### config.mk
export PLATFORM = sky130hd
export DESIGN_NAME = tmc_ctrl_status
export DESIGN_NICKNAME = d
export VERILOG_FILES = /design/src/hw/tmc_pkg.sv /design/src/hw/tmc_ctrl_status.sv
export SDC_FILE = /design/constraint.sdc
export NUM_CORES = 1
export LEC_CHECK = 0
export BUFFER_PORTS_ARGS = -buffer_cell sky130_fd_sc_hd__buf_2
export CAP_MARGIN = 20
export CORE_MARGIN = 5
export CORE_UTILIZATION = 44
export DETAILED_ROUTE_END_ITERATION = 12
export GPL_ROUTABILITY_DRIVEN = 0
export GPL_TIMING_DRIVEN = 1
export MAX_ROUTING_LAYER = met4
export PLACE_DENSITY = 0.82
export REMOVE_ABC_BUFFERS = 1
export SYNTH_ARGS = -nofsm -noshare
export SYNTH_HDL_FRONTEND = slang
export SYNTH_SLANG_ARGS = --single-unit
### constraint.sdc
create_clock -name i_ref_clk -period 1.9 [get_ports i_ref_clk]
set_input_delay 0.57 -clock i_ref_clk [delete_from_list [all_inputs] [get_ports i_ref_clk]]
set_output_delay 0.57 -clock i_ref_clk [all_outputs]
set_load 0.02 [all_outputs]
### src/hw/tmc_pkg.sv
// Constants and carrier types for the four-channel 8-bit timer control/status block.
// Assumes the counters, constant registers and interrupt enables live outside this block.
package tmc_pkg;

  localparam int          NUM_CH       = 4;
  localparam int          CNT_W        = 8;
  localparam int          CSR_W        = 8;
  localparam int          FLAG_W       = 3;

  // Bit positions inside each control/status register.
  localparam int          BIT_FLAG_B   = 7;
  localparam int          BIT_FLAG_A   = 6;
  localparam int          BIT_WRAP     = 5;
  localparam int          BIT_MODE     = 4;
  localparam int          BIT_BACT_HI  = 3;
  localparam int          BIT_BACT_LO  = 2;
  localparam int          BIT_AACT_HI  = 1;
  localparam int          BIT_AACT_LO  = 0;

  // Index of each flag inside the packed flag vector.
  localparam int          FI_B         = 2;
  localparam int          FI_A         = 1;
  localparam int          FI_WRAP      = 0;

  localparam logic [7:0]  CSR_RESET    = 8'h00;
  localparam logic [4:0]  CTRL_RESET   = 5'h00;
  localparam logic [2:0]  FLAG_RESET   = 3'h0;
  localparam logic [7:0]  CNT_MAX      = 8'hff;

  // Output actions; the encoding is also the priority order.
  localparam logic [1:0]  ACT_NONE     = 2'h0;
  localparam logic [1:0]  ACT_LOW      = 2'h1;
  localparam logic [1:0]  ACT_HIGH     = 2'h2;
  localparam logic [1:0]  ACT_TOGGLE   = 2'h3;

  // Capture edge selections.
  localparam logic [1:0]  EDGE_RISE    = 2'h0;
  localparam logic [1:0]  EDGE_FALL    = 2'h1;
  localparam logic [1:0]  EDGE_BOTH    = 2'h2;

  localparam logic [1:0]  CH_CONV      = 2'h0;

  typedef struct packed {
    logic             tick;
    logic [CNT_W-1:0] count;
    logic [CNT_W-1:0] const_a;
    logic [CNT_W-1:0] const_b;
  } tmc_chan_in_t;

  typedef struct packed {
    logic irq_en_b;
    logic irq_en_a;
    logic irq_en_wrap;
  } tmc_irq_en_t;

  typedef struct packed {
    logic match_b_irq;
    logic match_a_irq;
    logic wrap_irq;
  } tmc_irq_t;

endpackage

### src/hw/tmc_ctrl_status.sv
// Control/status registers, flags, pin actions and converter trigger for a four-channel 8-bit timer.
// Assumes counters tick outside with a one-cycle tick pulse and all inputs synchronous to i_ref_clk.
// Function
// - Writing one to any of the three status flags leaves it unchanged.
// - All control/status registers return to zero on reset and standby.
// - B flag sets on counter equals B compare, or on capture.
// - A flag sets when counter equals the A constant.
// - Wrap flag sets when the counter wraps from all ones to zero.
// - Odd-channel capture mode stops the paired even channel's B match setting its flag.
// - Bit 4 of channels 1 and 3 selects compare or capture for B.
// - Converter starts follow trigger enable and external trigger enable.
// - Channel 2 bit 4 stores and returns whatever software writes.
// - Channel 1 capture mode: channel 0 B match drives no output, no irq.
// - Channel 1 capture mode: its pin is input only; A match still works.
// - Channel 1 capture mode: capture sets its B flag; channel 0 A normal.
// - Channels 2 and 3 pair the same way under channel 3 capture mode.
// - Bits 3:2 select B output action or capture edge per pair mode.
// - B action: none, low, high, toggle; edge: rising, falling, both.
// - Bits 1:0 select A action; bits 3:0 all zero disables the output.
// - Simultaneous A and B matches follow the higher-priority action.
`timescale 1ns/1ps
module tmc_ctrl_status
  import tmc_pkg::*;
#(
  parameter int NUM_CHAN = 4
)
(
  // Clock and reset.
  input  wire logic                              i_ref_clk,
  input  wire logic                              i_sys_rst,
  input  wire logic                              i_standby,
  // Register port.
  input  wire logic [1:0]                        i_csr_sel,
  input  wire logic                              i_csr_rd,
  input  wire logic                              i_csr_wr,
  input  wire logic [CSR_W-1:0]                  i_csr_wdata,
  output      logic [CSR_W-1:0]                  o_csr_rdata,
  // Channel state and interrupt enables.
  input  wire tmc_pkg::tmc_chan_in_t [NUM_CH-1:0] i_chan,
  input  wire tmc_pkg::tmc_irq_en_t  [NUM_CH-1:0] i_irq_en,
  output      tmc_pkg::tmc_irq_t     [NUM_CH-1:0] o_irq,
  // Timer pins and capture strobe.
  input  wire logic [NUM_CH-1:0]                 i_timer_inout_pin,
  output      logic [NUM_CH-1:0]                 o_timer_out_pin,
  output      logic [NUM_CH-1:0]                 o_timer_out_oe,
  output      logic [NUM_CH-1:0]                 o_capture_load,
  // Converter trigger.
  input  wire logic                              i_converter_ext_trigger_enable,
  input  wire logic                              i_converter_trigger_pin,
  output      logic                              o_converter_start
);
  import tmc_pkg::*;

  if (NUM_CHAN != NUM_CH)
  begin : g_bad_num
    $error("tmc_ctrl_status serves exactly four paired channels");
  end

  function automatic logic [1:0] act_max(input logic [1:0] a, input logic [1:0] b);
    act_max = (a > b) ? a : b;
  endfunction

  function automatic logic act_apply(input logic cur, input logic [1:0] act);
    unique case (act)
      ACT_LOW:    act_apply = 1'b0;
      ACT_HIGH:   act_apply = 1'b1;
      ACT_TOGGLE: act_apply = ~cur;
      default:    act_apply = cur;
    endcase
  endfunction

  function automatic logic edge_hit(input logic [1:0] sel, input logic rise, input logic fall);
    unique case (sel)
      EDGE_RISE: edge_hit = rise;
      EDGE_FALL: edge_hit = fall;
      EDGE_BOTH: edge_hit = rise | fall;
      default:   edge_hit = 1'b0;
    endcase
  endfunction

  logic [NUM_CH-1:0][FLAG_W-1:0] flag_ff;
  logic [NUM_CH-1:0][FLAG_W-1:0] armed_ff;
  logic [NUM_CH-1:0][4:0]        ctrl_ff;
  logic [NUM_CH-1:0]             pin_d_ff;
  logic [NUM_CH-1:0]             out_ff;
  logic [CSR_W-1:0]              rdata_ff;
  logic                          conv_ff;
  logic [NUM_CH-1:0]             hit_a;
  logic [NUM_CH-1:0]             hit_b;
  logic [NUM_CH-1:0]             hit_wrap;
  logic [NUM_CH-1:0]             cap_mode;
  logic [NUM_CH-1:0]             cap_evt;
  logic [NUM_CH-1:0]             set_b;
  logic [NUM_CH-1:0]             out_b;
  logic [NUM_CH-1:0][FLAG_W-1:0] nxt_flag;
  logic [NUM_CH-1:0]             nxt_out;

  for (genvar g = 0; g < NUM_CH; g++)
  begin : g_chan
    localparam bit IS_ODD = (g % 2) == 1;
    logic [1:0] act_a;
    logic [1:0] act_b;

    assign hit_a[g]    = i_chan[g].tick && (i_chan[g].count == i_chan[g].const_a);
    assign hit_b[g]    = i_chan[g].tick && (i_chan[g].count == i_chan[g].const_b);
    assign hit_wrap[g] = i_chan[g].tick && (i_chan[g].count == CNT_MAX);
    // The pair's mode bit lives in the odd channel of the pair.
    assign cap_mode[g] = ctrl_ff[g | 1][BIT_MODE];

    if (IS_ODD)
    begin : g_odd
      assign cap_evt[g] = cap_mode[g]
                          && edge_hit(ctrl_ff[g][BIT_BACT_HI:BIT_BACT_LO],
                                      i_timer_inout_pin[g] & ~pin_d_ff[g],
                                      ~i_timer_inout_pin[g] & pin_d_ff[g]);
      assign set_b[g]   = cap_mode[g] ? cap_evt[g] : hit_b[g];
    end
    else
    begin : g_even
      assign cap_evt[g] = 1'b0;
      assign set_b[g]   = hit_b[g] && !cap_mode[g];
    end

    // No B output action while the pair captures, on either channel.
    assign out_b[g] = hit_b[g] && !cap_mode[g];
    assign act_a    = hit_a[g] ? ctrl_ff[g][BIT_AACT_HI:BIT_AACT_LO] : ACT_NONE;
    assign act_b    = out_b[g] ? ctrl_ff[g][BIT_BACT_HI:BIT_BACT_LO] : ACT_NONE;
    assign nxt_out[g] = act_apply(out_ff[g], act_max(act_a, act_b));

    // Set wins over a clear that lands in the same cycle.
    for (genvar f = 0; f < FLAG_W; f++)
    begin : g_flag
      logic set_evt;
      logic clr_evt;
      if (f == FI_B)
      begin : g_sb
        assign set_evt = set_b[g];
      end
      else if (f == FI_A)
      begin : g_sa
        assign set_evt = hit_a[g];
      end
      else
      begin : g_sw
        assign set_evt = hit_wrap[g];
      end
      // Only a zero written after reading the flag set clears it; a one is ignored.
      assign clr_evt = i_csr_wr && (i_csr_sel == 2'(g)) && !i_csr_wdata[BIT_WRAP + f]
                       && armed_ff[g][f];
      assign nxt_flag[g][f] = set_evt | (flag_ff[g][f] & ~clr_evt);
    end

    // Output enable drops when all action bits are zero or the pin is a capture input.
    assign o_timer_out_oe[g] = (ctrl_ff[g][BIT_BACT_HI:BIT_AACT_LO] != '0) && !(IS_ODD && cap_mode[g]);
    assign o_capture_load[g] = cap_evt[g];
    assign o_irq[g].match_b_irq = flag_ff[g][FI_B] && i_irq_en[g].irq_en_b;
    assign o_irq[g].match_a_irq = flag_ff[g][FI_A] && i_irq_en[g].irq_en_a;
    assign o_irq[g].wrap_irq    = flag_ff[g][FI_WRAP] && i_irq_en[g].irq_en_wrap;
  end

  always_ff @(posedge i_ref_clk or posedge i_sys_rst)
  begin
    if (i_sys_rst)
      flag_ff <= '0;
    else if (i_standby)
      flag_ff <= '0;
    else
      flag_ff <= nxt_flag;
  end

  // A read of a set flag arms its clear; any write to that register disarms it.
  always_ff @(posedge i_ref_clk or posedge i_sys_rst)
  begin
    if (i_sys_rst)
      armed_ff <= '0;
    else if (i_standby)
      armed_ff <= '0;
    else
    begin
      for (int c = 0; c < NUM_CH; c++)
      begin
        if (i_csr_wr && (i_csr_sel == 2'(c)))
          armed_ff[c] <= FLAG_RESET;
        else if (i_csr_rd && (i_csr_sel == 2'(c)))
          armed_ff[c] <= armed_ff[c] | flag_ff[c];
      end
    end
  end

  // Bit 4 is stored on every channel; on channel 2 it has no function but reads back.
  always_ff @(posedge i_ref_clk or posedge i_sys_rst)
  begin
    if (i_sys_rst)
      ctrl_ff <= '0;
    else if (i_standby)
      ctrl_ff <= '0;
    else if (i_csr_wr)
      ctrl_ff[i_csr_sel] <= i_csr_wdata[BIT_MODE:0];
  end

  always_ff @(posedge i_ref_clk or posedge i_sys_rst)
  begin
    if (i_sys_rst)
      rdata_ff <= CSR_RESET;
    else if (i_csr_rd)
      rdata_ff <= {flag_ff[i_csr_sel], ctrl_ff[i_csr_sel]};
  end

  always_ff @(posedge i_ref_clk or posedge i_sys_rst)
  begin
    if (i_sys_rst)
      pin_d_ff <= '0;
    else
      pin_d_ff <= i_timer_inout_pin;
  end

  always_ff @(posedge i_ref_clk or posedge i_sys_rst)
  begin
    if (i_sys_rst)
      out_ff <= '0;
    else if (i_standby)
      out_ff <= '0;
    else
      out_ff <= nxt_out;
  end

  // Registered so the request follows the A match pulse or the trigger pin level one cycle later.
  always_ff @(posedge i_ref_clk or posedge i_sys_rst)
  begin
    if (i_sys_rst)
      conv_ff <= 1'b0;
    else if (!i_converter_ext_trigger_enable)
      conv_ff <= 1'b0;
    else if (ctrl_ff[CH_CONV][BIT_MODE])
      conv_ff <= hit_a[CH_CONV];
    else
      conv_ff <= i_converter_trigger_pin;
  end

  assign o_csr_rdata       = rdata_ff;
  assign o_timer_out_pin   = out_ff;
  assign o_converter_start = conv_ff;
endmodule

# [After elaboration in Yosys (flattened, before gate mapping)]
# Index checks and enable logic that the tools add are counted.
[word_totals] ff_bits=61 word_cells=238
[classes] order_cmp=6 eq_ne=31 muxes=42 bitwise_logic=54 n_reduce_logical=86
[op_table] op="logical AND 1 bit" count=65
[op_table] op="== test 8 bit" count=8
[op_table] op="two-way mux 20 bit" count=2
[op_table] op="== test 8 bit (second input constant)" count=4
[op_table] op="nonzero test 4 bit" count=8
[op_table] op="two-way mux 3 bit" count=9
[op_table] op="== test 2 bit (second input constant)" count=12
[op_table] op="two-way mux 12 bit" count=2
[op_table] op="two-way mux 2 bit" count=12
[op_table] op="bitwise mux 20 bit" count=1
[op_table] op="NOT 1 bit" count=20
[op_table] op="case mux 1 bit (3 select lines)" count=6
[op_table] op="bitwise AND 1 bit" count=16
[op_table] op="== test 2 x 1 -> 1 bit (second input constant)" count=7
[op_table] op="OR 1 bit" count=14
[op_table] op="OR 3 bit" count=4
[op_table] op="nonzero test 3 bit" count=4
[op_table] op="binary-select mux 5 bit (select 2 bit)" count=1
[op_table] op="demux 5 bit (select 2 bit)" count=1
[op_table] op="two-way mux 5 bit" count=2
[op_table] op="> comparator 2 bit" count=4
[op_table] op="binary-select mux 3 bit (select 2 bit)" count=1
[op_table] op="zero test 2 bit" count=3
[op_table] op="zero test 1 bit" count=5
[op_table] op="5 further kinds" count=8

# [Logic depth before layout (Yosys ltp)]
# Gate-level depths: netlist of the first run.
[logic_depth] ltp_word=9 ltp_mapped=10 ltp_nobuf=10

# [Worst setup path before layout of the first run]
# Ideal clock, no wire load.
[synth_timing] kind="input to register" start="input i_chan[22] in the netlist's numbering" end="register out_ff[0], in the netlist o_timer_out_pin[0]" setup_time_ns=0.066 t_arrival_ns=2.132 t_required_ns=1.834 setup_slack_ns=-0.298 cell_stages=9 path_buffers=0 path_cell_list="xnor2_1 > nand3_1 > nor3_1 > and2_1 > inv_1 > ha_1 > or3_1 > nand4b_1 > and3_1"
[synth_between] elab_chain_len=9 word_cells_on_any_way=15
[synth_lines] item="from (decl)" line_no="tmc_ctrl_status.sv:39" source="input wire tmc_pkg::tmc_chan_in_t [NUM_CH-1:0] i_chan,"
[synth_lines] item="== test 8 bit" line_no="tmc_ctrl_status.sv:105" source="assign hit_b[g] = i_chan[g].tick && (i_chan[g].count == i_chan[g].const_b);"
[synth_lines] item="logical AND 1 bit" line_no="tmc_ctrl_status.sv:105"
[synth_lines] item="logical AND 1 bit" line_no="tmc_ctrl_status.sv:125" source="assign out_b[g] = hit_b[g] && !cap_mode[g];"
[synth_lines] item="two-way mux 2 bit" line_no="tmc_ctrl_status.sv:127" source="assign act_b = out_b[g] ? ctrl_ff[g][BIT_BACT_HI:BIT_BACT_LO] : ACT_NONE;"
[synth_lines] item="> comparator 2 bit" line_no="tmc_ctrl_status.sv:60" source="act_max = (a > b) ? a : b;"
[synth_lines] item="two-way mux 2 bit *" line_no="tmc_ctrl_status.sv:60"
[synth_lines] item="== test 2 bit / == test 2 x 1 -> 1 bit (equally long branches)" line_no="tmc_ctrl_status.sv:64" source="unique case (act)"
[synth_lines] item="case mux 1 bit (3 select lines)" line_no="tmc_ctrl_status.sv:64"
[synth_lines] item="two-way mux 4 bit" line_no="tmc_ctrl_status.sv:221" source="else if (i_standby)"
[synth_lines] item="to (signal assigned)" line_no="tmc_ctrl_status.sv:224" source="out_ff <= nxt_out;"
[synth_lines] item="to (decl)" line_no="tmc_ctrl_status.sv:85" source="logic [NUM_CH-1:0] out_ff;"
# Every way passes the cells marked *; elsewhere a longest branch is shown, timed or not.
# A chain may end at the register's enable or synchronous reset.

# [Final worst setup path of the first run]
[layout_timing] start="register pin_d_ff[3]" end="output o_capture_load[3]"
[layout_between] elab_chain_len=5 word_cells_on_any_way=6
[layout_lines] item="from (decl)" line_no="tmc_ctrl_status.sv:84" source="logic [NUM_CH-1:0] pin_d_ff;"
[layout_lines] item="from (signal assigned)" line_no="tmc_ctrl_status.sv:214" source="pin_d_ff <= i_timer_inout_pin;"
[layout_lines] item="NOT 1 bit" line_no="tmc_ctrl_status.sv:114" source="i_timer_inout_pin[g] & ~pin_d_ff[g],"
[layout_lines] item="bitwise AND 1 bit" line_no="tmc_ctrl_status.sv:114"
[layout_lines] item="OR 1 bit" line_no="tmc_ctrl_status.sv:76" source="EDGE_BOTH: edge_hit = rise | fall;"
[layout_lines] item="case mux 1 bit (3 select lines) *" line_no="tmc_ctrl_status.sv:73" source="unique case (sel)"
[layout_lines] item="logical AND 1 bit *" line_no="tmc_ctrl_status.sv:113" source="&& edge_hit(ctrl_ff[g][BIT_BACT_HI:BIT_BACT_LO],"
[layout_lines] item="to (decl)" line_no="tmc_ctrl_status.sv:46" source="output logic [NUM_CH-1:0] o_capture_load,"
# Marks and branches as above.

==> results of run 1 <==
## per-layer routing
layer / wire, um / vias to the layer above
met5: 0 / -
met4: 482 / 0
li1: - / 1979
met2: 7564 / 240
met3: 1034 / 42
met1: 5365 / 2076
## worst max-delay path: stages (launching register included)
cell and delay [ns]:
dfrtp_1 0.38, ha_1 0.27, inv_1 0.04, mux2i_1 0.13, nor2_1 0.05, o21a_1 0.19, buf_6 0.13
## state kept, by name (all words and copies together) (netlist names)
name	flops
armed_ff	12
cap_mode	2
ctrl_ff	18
flag_ff	12
o_converter_start	1
o_csr_rdata	8
o_timer_out_pin	4
pin_d_ff	2
## through the flow
| stage | setup WS, ns | instance area, um2 | power [mW] | utilization (%) |
|---|---|---|---|---|
| floorplan | -0.2980 | 3985 | 1.600 | - |
| global placement | -0.4836 | 5265 | 1.919 | 57.53 |
| detailed placement | -0.5538 | 5265 | 1.941 | 57.53 |
| CTS | -0.2315 | 5853 | 3.091 | 63.95 |
| global route | -0.3277 | 6250 | 3.308 | 68.28 |
| finish | -0.2092 | 6250 | 3.189 | 68.28 |
## synthesized netlist by cell type (all sizes together), types with 5 or more instances
| cell type | n |
|---|---|
| buf | 12 |
| dfrtp | 59 |
| mux4 | 7 |
| nor2 | 22 |
| nand3b | 14 |
| mux2 | 7 |
| and2 | 21 |
| nand4 | 17 |
| mux2i | 9 |
| and3 | 5 |
| nand2 | 48 |
| nand3 | 13 |
| xnor2 | 64 |
| inv | 22 |
| a21oi | 48 |
| nor3 | 23 |
| ha | 16 |
## cell families (layout without fill, tap and decap cells)
family | Yosys count | after routing | synth area share [%]
simple gates | 182 | 182 | 23.91
compound gates | 60 | 60 | 8.114
flops | 59 | 59 | 36.13
other cells | 1 | 3 | 0.09177
mux | 23 | 23 | 8.543
xor+xnor | 64 | 64 | 13.72
fa+ha+maj | 16 | 16 | 4.899
buf+inv | 38 | 258 | 4.593
## layout make-up
| class | count | area (um2) | share of cell area [%] |
|---|---|---|---|
| clock inverter | 3 | 40.04 | 0.6406 |
| clock buffer | 11 | 141.4 | 2.262 |
| timing repair buffer | 222 | 1410 | 22.56 |
| inverter | 22 | 82.58 | 1.321 |
| multi-input combinational | 347 | 2952 | 47.23 |
| sequential | 59 | 1483 | 23.72 |
| tap | 111 | 138.9 | 2.222 |
| antenna | 1 | 2.502 | 0.04004 |
## final timing paths
| check | startpoint | endpoint | slack, ns | depth (start not counted) |
|---|---|---|---|---|
| worst max-delay path | pin_d_ff[3] | o_capture_load[3] | -0.21 | 6 |
| worst min-delay path | i_sys_rst | ctrl_ff[3] | 0.21 | 2 |
| worst max register to register | cap_mode[0] | o_timer_out_pin[0] | -0.14 | 10 |
| worst min register to register | o_csr_rdata[1] | o_csr_rdata[1] | 0.51 | 1 |
| max in group asynchronous | i_sys_rst | ctrl_ff[4] | 1.15 | 3 |
| min in group i_ref_clk | i_timer_inout_pin[3] | pin_d_ff[3] | 0.36 | 1 |
## timing repair
item | in CTS | in global routing
pin swaps | 43 | 34
setup buffers | 10 | 9
gates resized for setup | 67 | 65
gates cloned | 0 | 0
endpoints found under the setup margin | 8 | 10
hold buffers | 0 | 0
endpoints found under the hold margin | 0 | 0
## cells in the final DEF (no fill, tap or decap), drive strengths merged, types with 3 or more instances in the layout
cell type / instances
buf: 221
nor2: 22
nand4: 17
nand3b: 14
a21oi: 48
mux2i: 9
a31oi: 3
ha: 16
nand4b: 3
and3b: 3
nor3: 23
mux4: 7
o31a: 4
and3: 5
xnor2: 64
nand2: 48
and2: 21
nand3: 13
or3: 4
dfrtp: 59
clkbuf: 12
inv: 22
mux2: 7
## power by group through the flow
stage	Sequential (mW)	Clock [mW]	Combinational, mW
after global routing	1.31	1.17	0.826
after CTS	1.30	1.11	0.673
after floorplan	1.33	0	0.267
after global placement	1.33	0	0.591
final	1.31	1.11	0.771
after detailed placement	1.33	0	0.612
==> flow_metrics.env, run 1 <==
export IMPL_power_frac_clock_pct=34.8
export IMPL_die_h_um=106.4
export IMPL_fmax_mhz=474.1
export IMPL_first_pass_iters=5
export IMPL_num_rows=35
export IMPL_ys_warn_count=0
export IMPL_clock_skew_ns=0.008944
export IMPL_ir_drop_v=0.0002985
export IMPL_ys_ff_latch=59
export IMPL_seq_area_frac_synth_pct=36.13
export IMPL_grt_pass1_wl_um=21480
export IMPL_clk_path_buf_depth=2
export IMPL_cts_buffers=9
export IMPL_h_tree_depth=3
export IMPL_port_buffers=161
export IMPL_grt_util_all_layers_pct=24.52
export IMPL_instances_no_fill=776
export IMPL_netlist_area_leader_share_pct=36.13
export IMPL_fillers=673
export IMPL_swShare_pct=27.75
export IMPL_die_w_um=106.4
export IMPL_p_per_area_nw_per_um2=510.2
export IMPL_busiest_layer="met2"
export IMPL_via_count=4337
export IMPL_cts_sinks=59
export IMPL_p_sw_mw=0.8847
export IMPL_drive_gt1_share_pct=50.00
export IMPL_ant_nets=0
export IMPL_critical_path_class="flop to primary output"
export IMPL_cts_root_buffer="clkbuf_8"
export IMPL_comb_power_share_pct=24.2
export IMPL_max_cap_violations=0
export IMPL_dp_hpwl_um=10300
export IMPL_finalCritPeriodShare_pct=111.0
export IMPL_clkTransAtPathRegs_ns=0.07
export IMPL_wl_per_cell_um=18.62
export IMPL_whs_ns=0.2084
export IMPL_dp_cells=743
export IMPL_ys_types=41
export IMPL_cts_tree="yes"
export IMPL_dominantRegCellSynth="dfrtp_1"
export IMPL_use_met1_pct=27.17
export IMPL_finalMaxSlewViolations=0
export IMPL_synth_cell_area_um2=4086
export IMPL_p_int_mw=2.304
export IMPL_met3_usage_pct=4.189
export IMPL_layout_setup_ws_ns=-0.2092
export IMPL_crit_required_ns=1.33
export IMPL_grt_ovfl_total=0
export IMPL_finalSetupViolCount=8
export IMPL_syn2layout_area_growth_pct=52.94
export IMPL_synth_top_cell_by_area="dfrtp_1"
export IMPL_worstHoldPathType="input pin to async pin"
export IMPL_syn_area_per_cell_um2=9.224
export IMPL_power_leakage_nw=3.031
export IMPL_vias_per_cell=5.589
export IMPL_status="complete, but fails checks"
export IMPL_drtIter0Drc=209
export IMPL_crit_fanout=2
export IMPL_dieArea_um2=11310
export IMPL_pin_count=166
export IMPL_grt_max_degree=31
export IMPL_layout_nets=810
export IMPL_initial_utilization_pct=44.65
export IMPL_synth_cells=443
export IMPL_rsz0062_at_grt="true"
export IMPL_grt_use_met2_pct=43.48
export IMPL_drc=0
export IMPL_synth_edf_count=0
export IMPL_yosys_top_cells_area="dfrtp_1 36%, xnor2_1 14%, a21oi_1 5.9%"
export IMPL_antenna_found_initial=1
export IMPL_failed_checks="setup timing"
export IMPL_grt_pass1_vias=4551
export IMPL_wl_um=14450
export IMPL_core_area_um2=9153
export IMPL_finalSetupTns_ns=-0.9564
export IMPL_endpoint_kind="primary output"
export IMPL_crit_path_start_kind="flop"
export IMPL_synthArstFlopShare_pct=100.0
export IMPL_cp_arrival_ns=1.54
export IMPL_clk_latency_ns=0.35
export IMPL_finalHoldViolCount=0
export IMPL_fin_crit_ns=2.109
export IMPL_seqPwrFrac_pct=41.0
(Power assumes the default switching activity.)
==> run 2: changes to the inputs <==
- CORE_UTILIZATION: 44 -> 49
- PLACE_DENSITY: 0.82 -> 0.86
- clock period: 1.9 -> 2.3 ns (I/O delays scaled with it)
==> run 2 against run 1 <==
Net effect: the flow now finishes without violations; critical path depth is 2 higher; register-to-register slack better by 0.39 ns; sequential power decreased by 18%; utilization down 1.5 points; sequential share of layout area grew 3.3 points; cell count down 4.3%; routed wire length shrank 14%; worst setup slack gained 0.21 ns.
==> flow_metrics.env, run 2 (synthesis gave the netlist of run 1 again) <==
export IMPL_status="completed"
export IMPL_power_frac_clock_pct=34.5
export IMPL_p_sw_mw=0.6759
export IMPL_cts_sinks=59
export IMPL_via_count=4087
export IMPL_top_register="ctrl_ff"
export IMPL_layout_nets=782
export IMPL_clk_path_buf_depth=2
export IMPL_comb_power_share_pct=21.0
export IMPL_vias_per_cell=5.501
export IMPL_finalSetupViolCount=0
export IMPL_finalMaxSlewViolations=0
export IMPL_fillers=646
export IMPL_drtIter0Drc=193
export IMPL_r2r_cells=9
export IMPL_dpl_cell_area_um2=5180
export IMPL_antenna_found_initial=0
export IMPL_r2r_end="o_timer_out_pin[2]"
export IMPL_finalCritPeriodShare_pct=99.96
export IMPL_pin_count=166
export IMPL_swShare_pct=27.80
export IMPL_dp_hpwl_um=9905
export IMPL_cp_arrival_ns=1.61
export IMPL_ant_nets=0
export IMPL_wl_met3_um=1037
export IMPL_max_cap_violations=0
export IMPL_cts_tree="yes"
export IMPL_reg2reg_slack_ns=0.25
export IMPL_initial_utilization_pct=49.98
export IMPL_first_pass_iters=5
export IMPL_ir_drop_v=0.0002489
export IMPL_worstHoldPathType="input pin to async pin"
export IMPL_power_leakage_nw=2.601
export IMPL_met2_length_um=6364
export IMPL_top_layer="met4"
export IMPL_reg2reg_from="cap_mode[2]"
export IMPL_grt_max_degree=60
export IMPL_largest_reg_flops=18
export IMPL_p_per_area_nw_per_um2=445.3
export IMPL_clock_skew_ns=0.005152
export IMPL_die_h_um=101.3
export IMPL_crit_required_ns=1.61
export IMPL_drive_gt1_share_pct=36.36
export IMPL_finalHoldViolCount=0
export IMPL_fin_crit_ns=2.299
export IMPL_fmax_mhz=435.0
export IMPL_num_rows=33
export IMPL_grt_pass1_vias=4270
export IMPL_grt_pass1_wl_um=19370
export IMPL_mostFrequentLayoutCell="buf_2"
export IMPL_cts_buffers=9
export IMPL_clkTransAtPathRegs_ns=0.07
export IMPL_crit_path_start_kind="input pin"
export IMPL_seqPwrFrac_pct=44.5
export IMPL_drc=0
export IMPL_wl_met1_um=4711
export IMPL_cts_hold_buf=0
export IMPL_critical_path_class="input pin to primary output"
export IMPL_final_cell_mix="157 x buf_2, 64 x xnor2_1, 59 x dfrtp_1, 48 x a21oi_1, 47 x nand2_1"
export IMPL_cts_root_buffer="clkbuf_8"
export IMPL_slew_headroom_pct=66.12
export IMPL_grt_ovfl_total=0
export IMPL_wl_um=12450
export IMPL_diodes=0
export IMPL_finalSetupTns_ns=0
export IMPL_die_w_um=101.3
export IMPL_port_buffers=161
export IMPL_clk_latency_ns=0.33
export IMPL_syn2layout_area_growth_pct=33.62
export IMPL_endpoint_kind="primary output"
export IMPL_reg_top3="ctrl_ff (18), armed_ff (12), flag_ff (12)"
export IMPL_dieArea_um2=10270
export IMPL_fin_util_pct=66.79
export IMPL_core_area_um2=8175
export IMPL_grt_util_all_layers_pct=24.71
export IMPL_h_tree_depth=3
export IMPL_final_cell_area_um2=5460
export IMPL_wl_per_cell_um=16.76
export IMPL_crit_fanout=3
export IMPL_rsz0062_at_grt="true"
export IMPL_p_int_mw=1.755
export IMPL_tightest_slew_ns=0.5082
export IMPL_power_total_mw=2.431
==> run 2: what timing repair did <==
item / CTS / global route
gates cloned: 0 / 0
resized for setup: 8 / 14
buffers inserted: 2 / 0
pin swaps: 5 / 3
setup endpoints to repair: 2 / 6
==> run 2: area by class of cell <==
class | instances | area [um2] | area share, %
inverters | 22 | 87.58 | 1.604
well taps | 105 | 131.4 | 2.406
clock buffers | 14 | 162.7 | 2.979
flip-flops and latches | 59 | 1476 | 27.04
clock inverters | 2 | 10.01 | 0.1833
repair buffers | 194 | 1111 | 20.35
multi-input cells | 347 | 2481 | 45.44
==> run 2: per-layer routing <==
metal | vias up | track usage, %
met5 | - | -
met4 | 0 | 10.22
met3 | 33 | 5.234
met2 | 200 | 43.66
met1 | 1932 | 26.80
li1 | 1922 | -
==> run 2: per-stage QoR <==
step | setup WS, ns | hold slack [ns] | cells
finish | 0.0009527 | 0.4013 | 743
detailed placement | -0.2650 | 0.4990 | 725
CTS | -0.01075 | 0.4007 | 743
global route | -0.07192 | 0.4175 | 743
global placement | -0.1867 | 0.4879 | 725
floorplan | -0.01804 | 0.4861 | 428
==> run 2: how the worst max path moves through the flow <==
| stage | end | slack (ns) | start |
|---|---|---|---|
| after floorplan | o_timer_out_pin[0] | -0.02 | i_chan[22] |
| after global placement | o_timer_out_pin[2] | -0.19 | i_chan[72] |
| after detailed placement | o_timer_out_pin[2] | -0.27 | i_chan[69] |
| after CTS | o_capture_load[3] | -0.01 | i_timer_inout_pin[3] |
| after global routing | o_capture_load[1] | -0.07 | i_timer_inout_pin[1] |
| final | o_capture_load[3] | 0.001 | i_timer_inout_pin[3] |
==> run 2: power by group through the flow <==
stage | clock [mW] | combinational (mW) | sequential (mW)
2_1_floorplan | 0 | 0.221 | 1.10
3_3_place_gp | 0 | 0.472 | 1.10
3_5_place_dp | 0 | 0.494 | 1.10
4_1_cts | 0.858 | 0.501 | 1.08
5_1_grt | 0.901 | 0.556 | 1.08
6_report | 0.840 | 0.509 | 1.08
==> run 2: worst max-delay path, cell delays in order <==
cell and delay (ns):
buf_8 0.08, inv_4 0.03, ha_4 0.25, inv_2 0.03
mux2i_1 0.12, nor2_1 0.07, o21a_1 0.20, buf_6 0.14
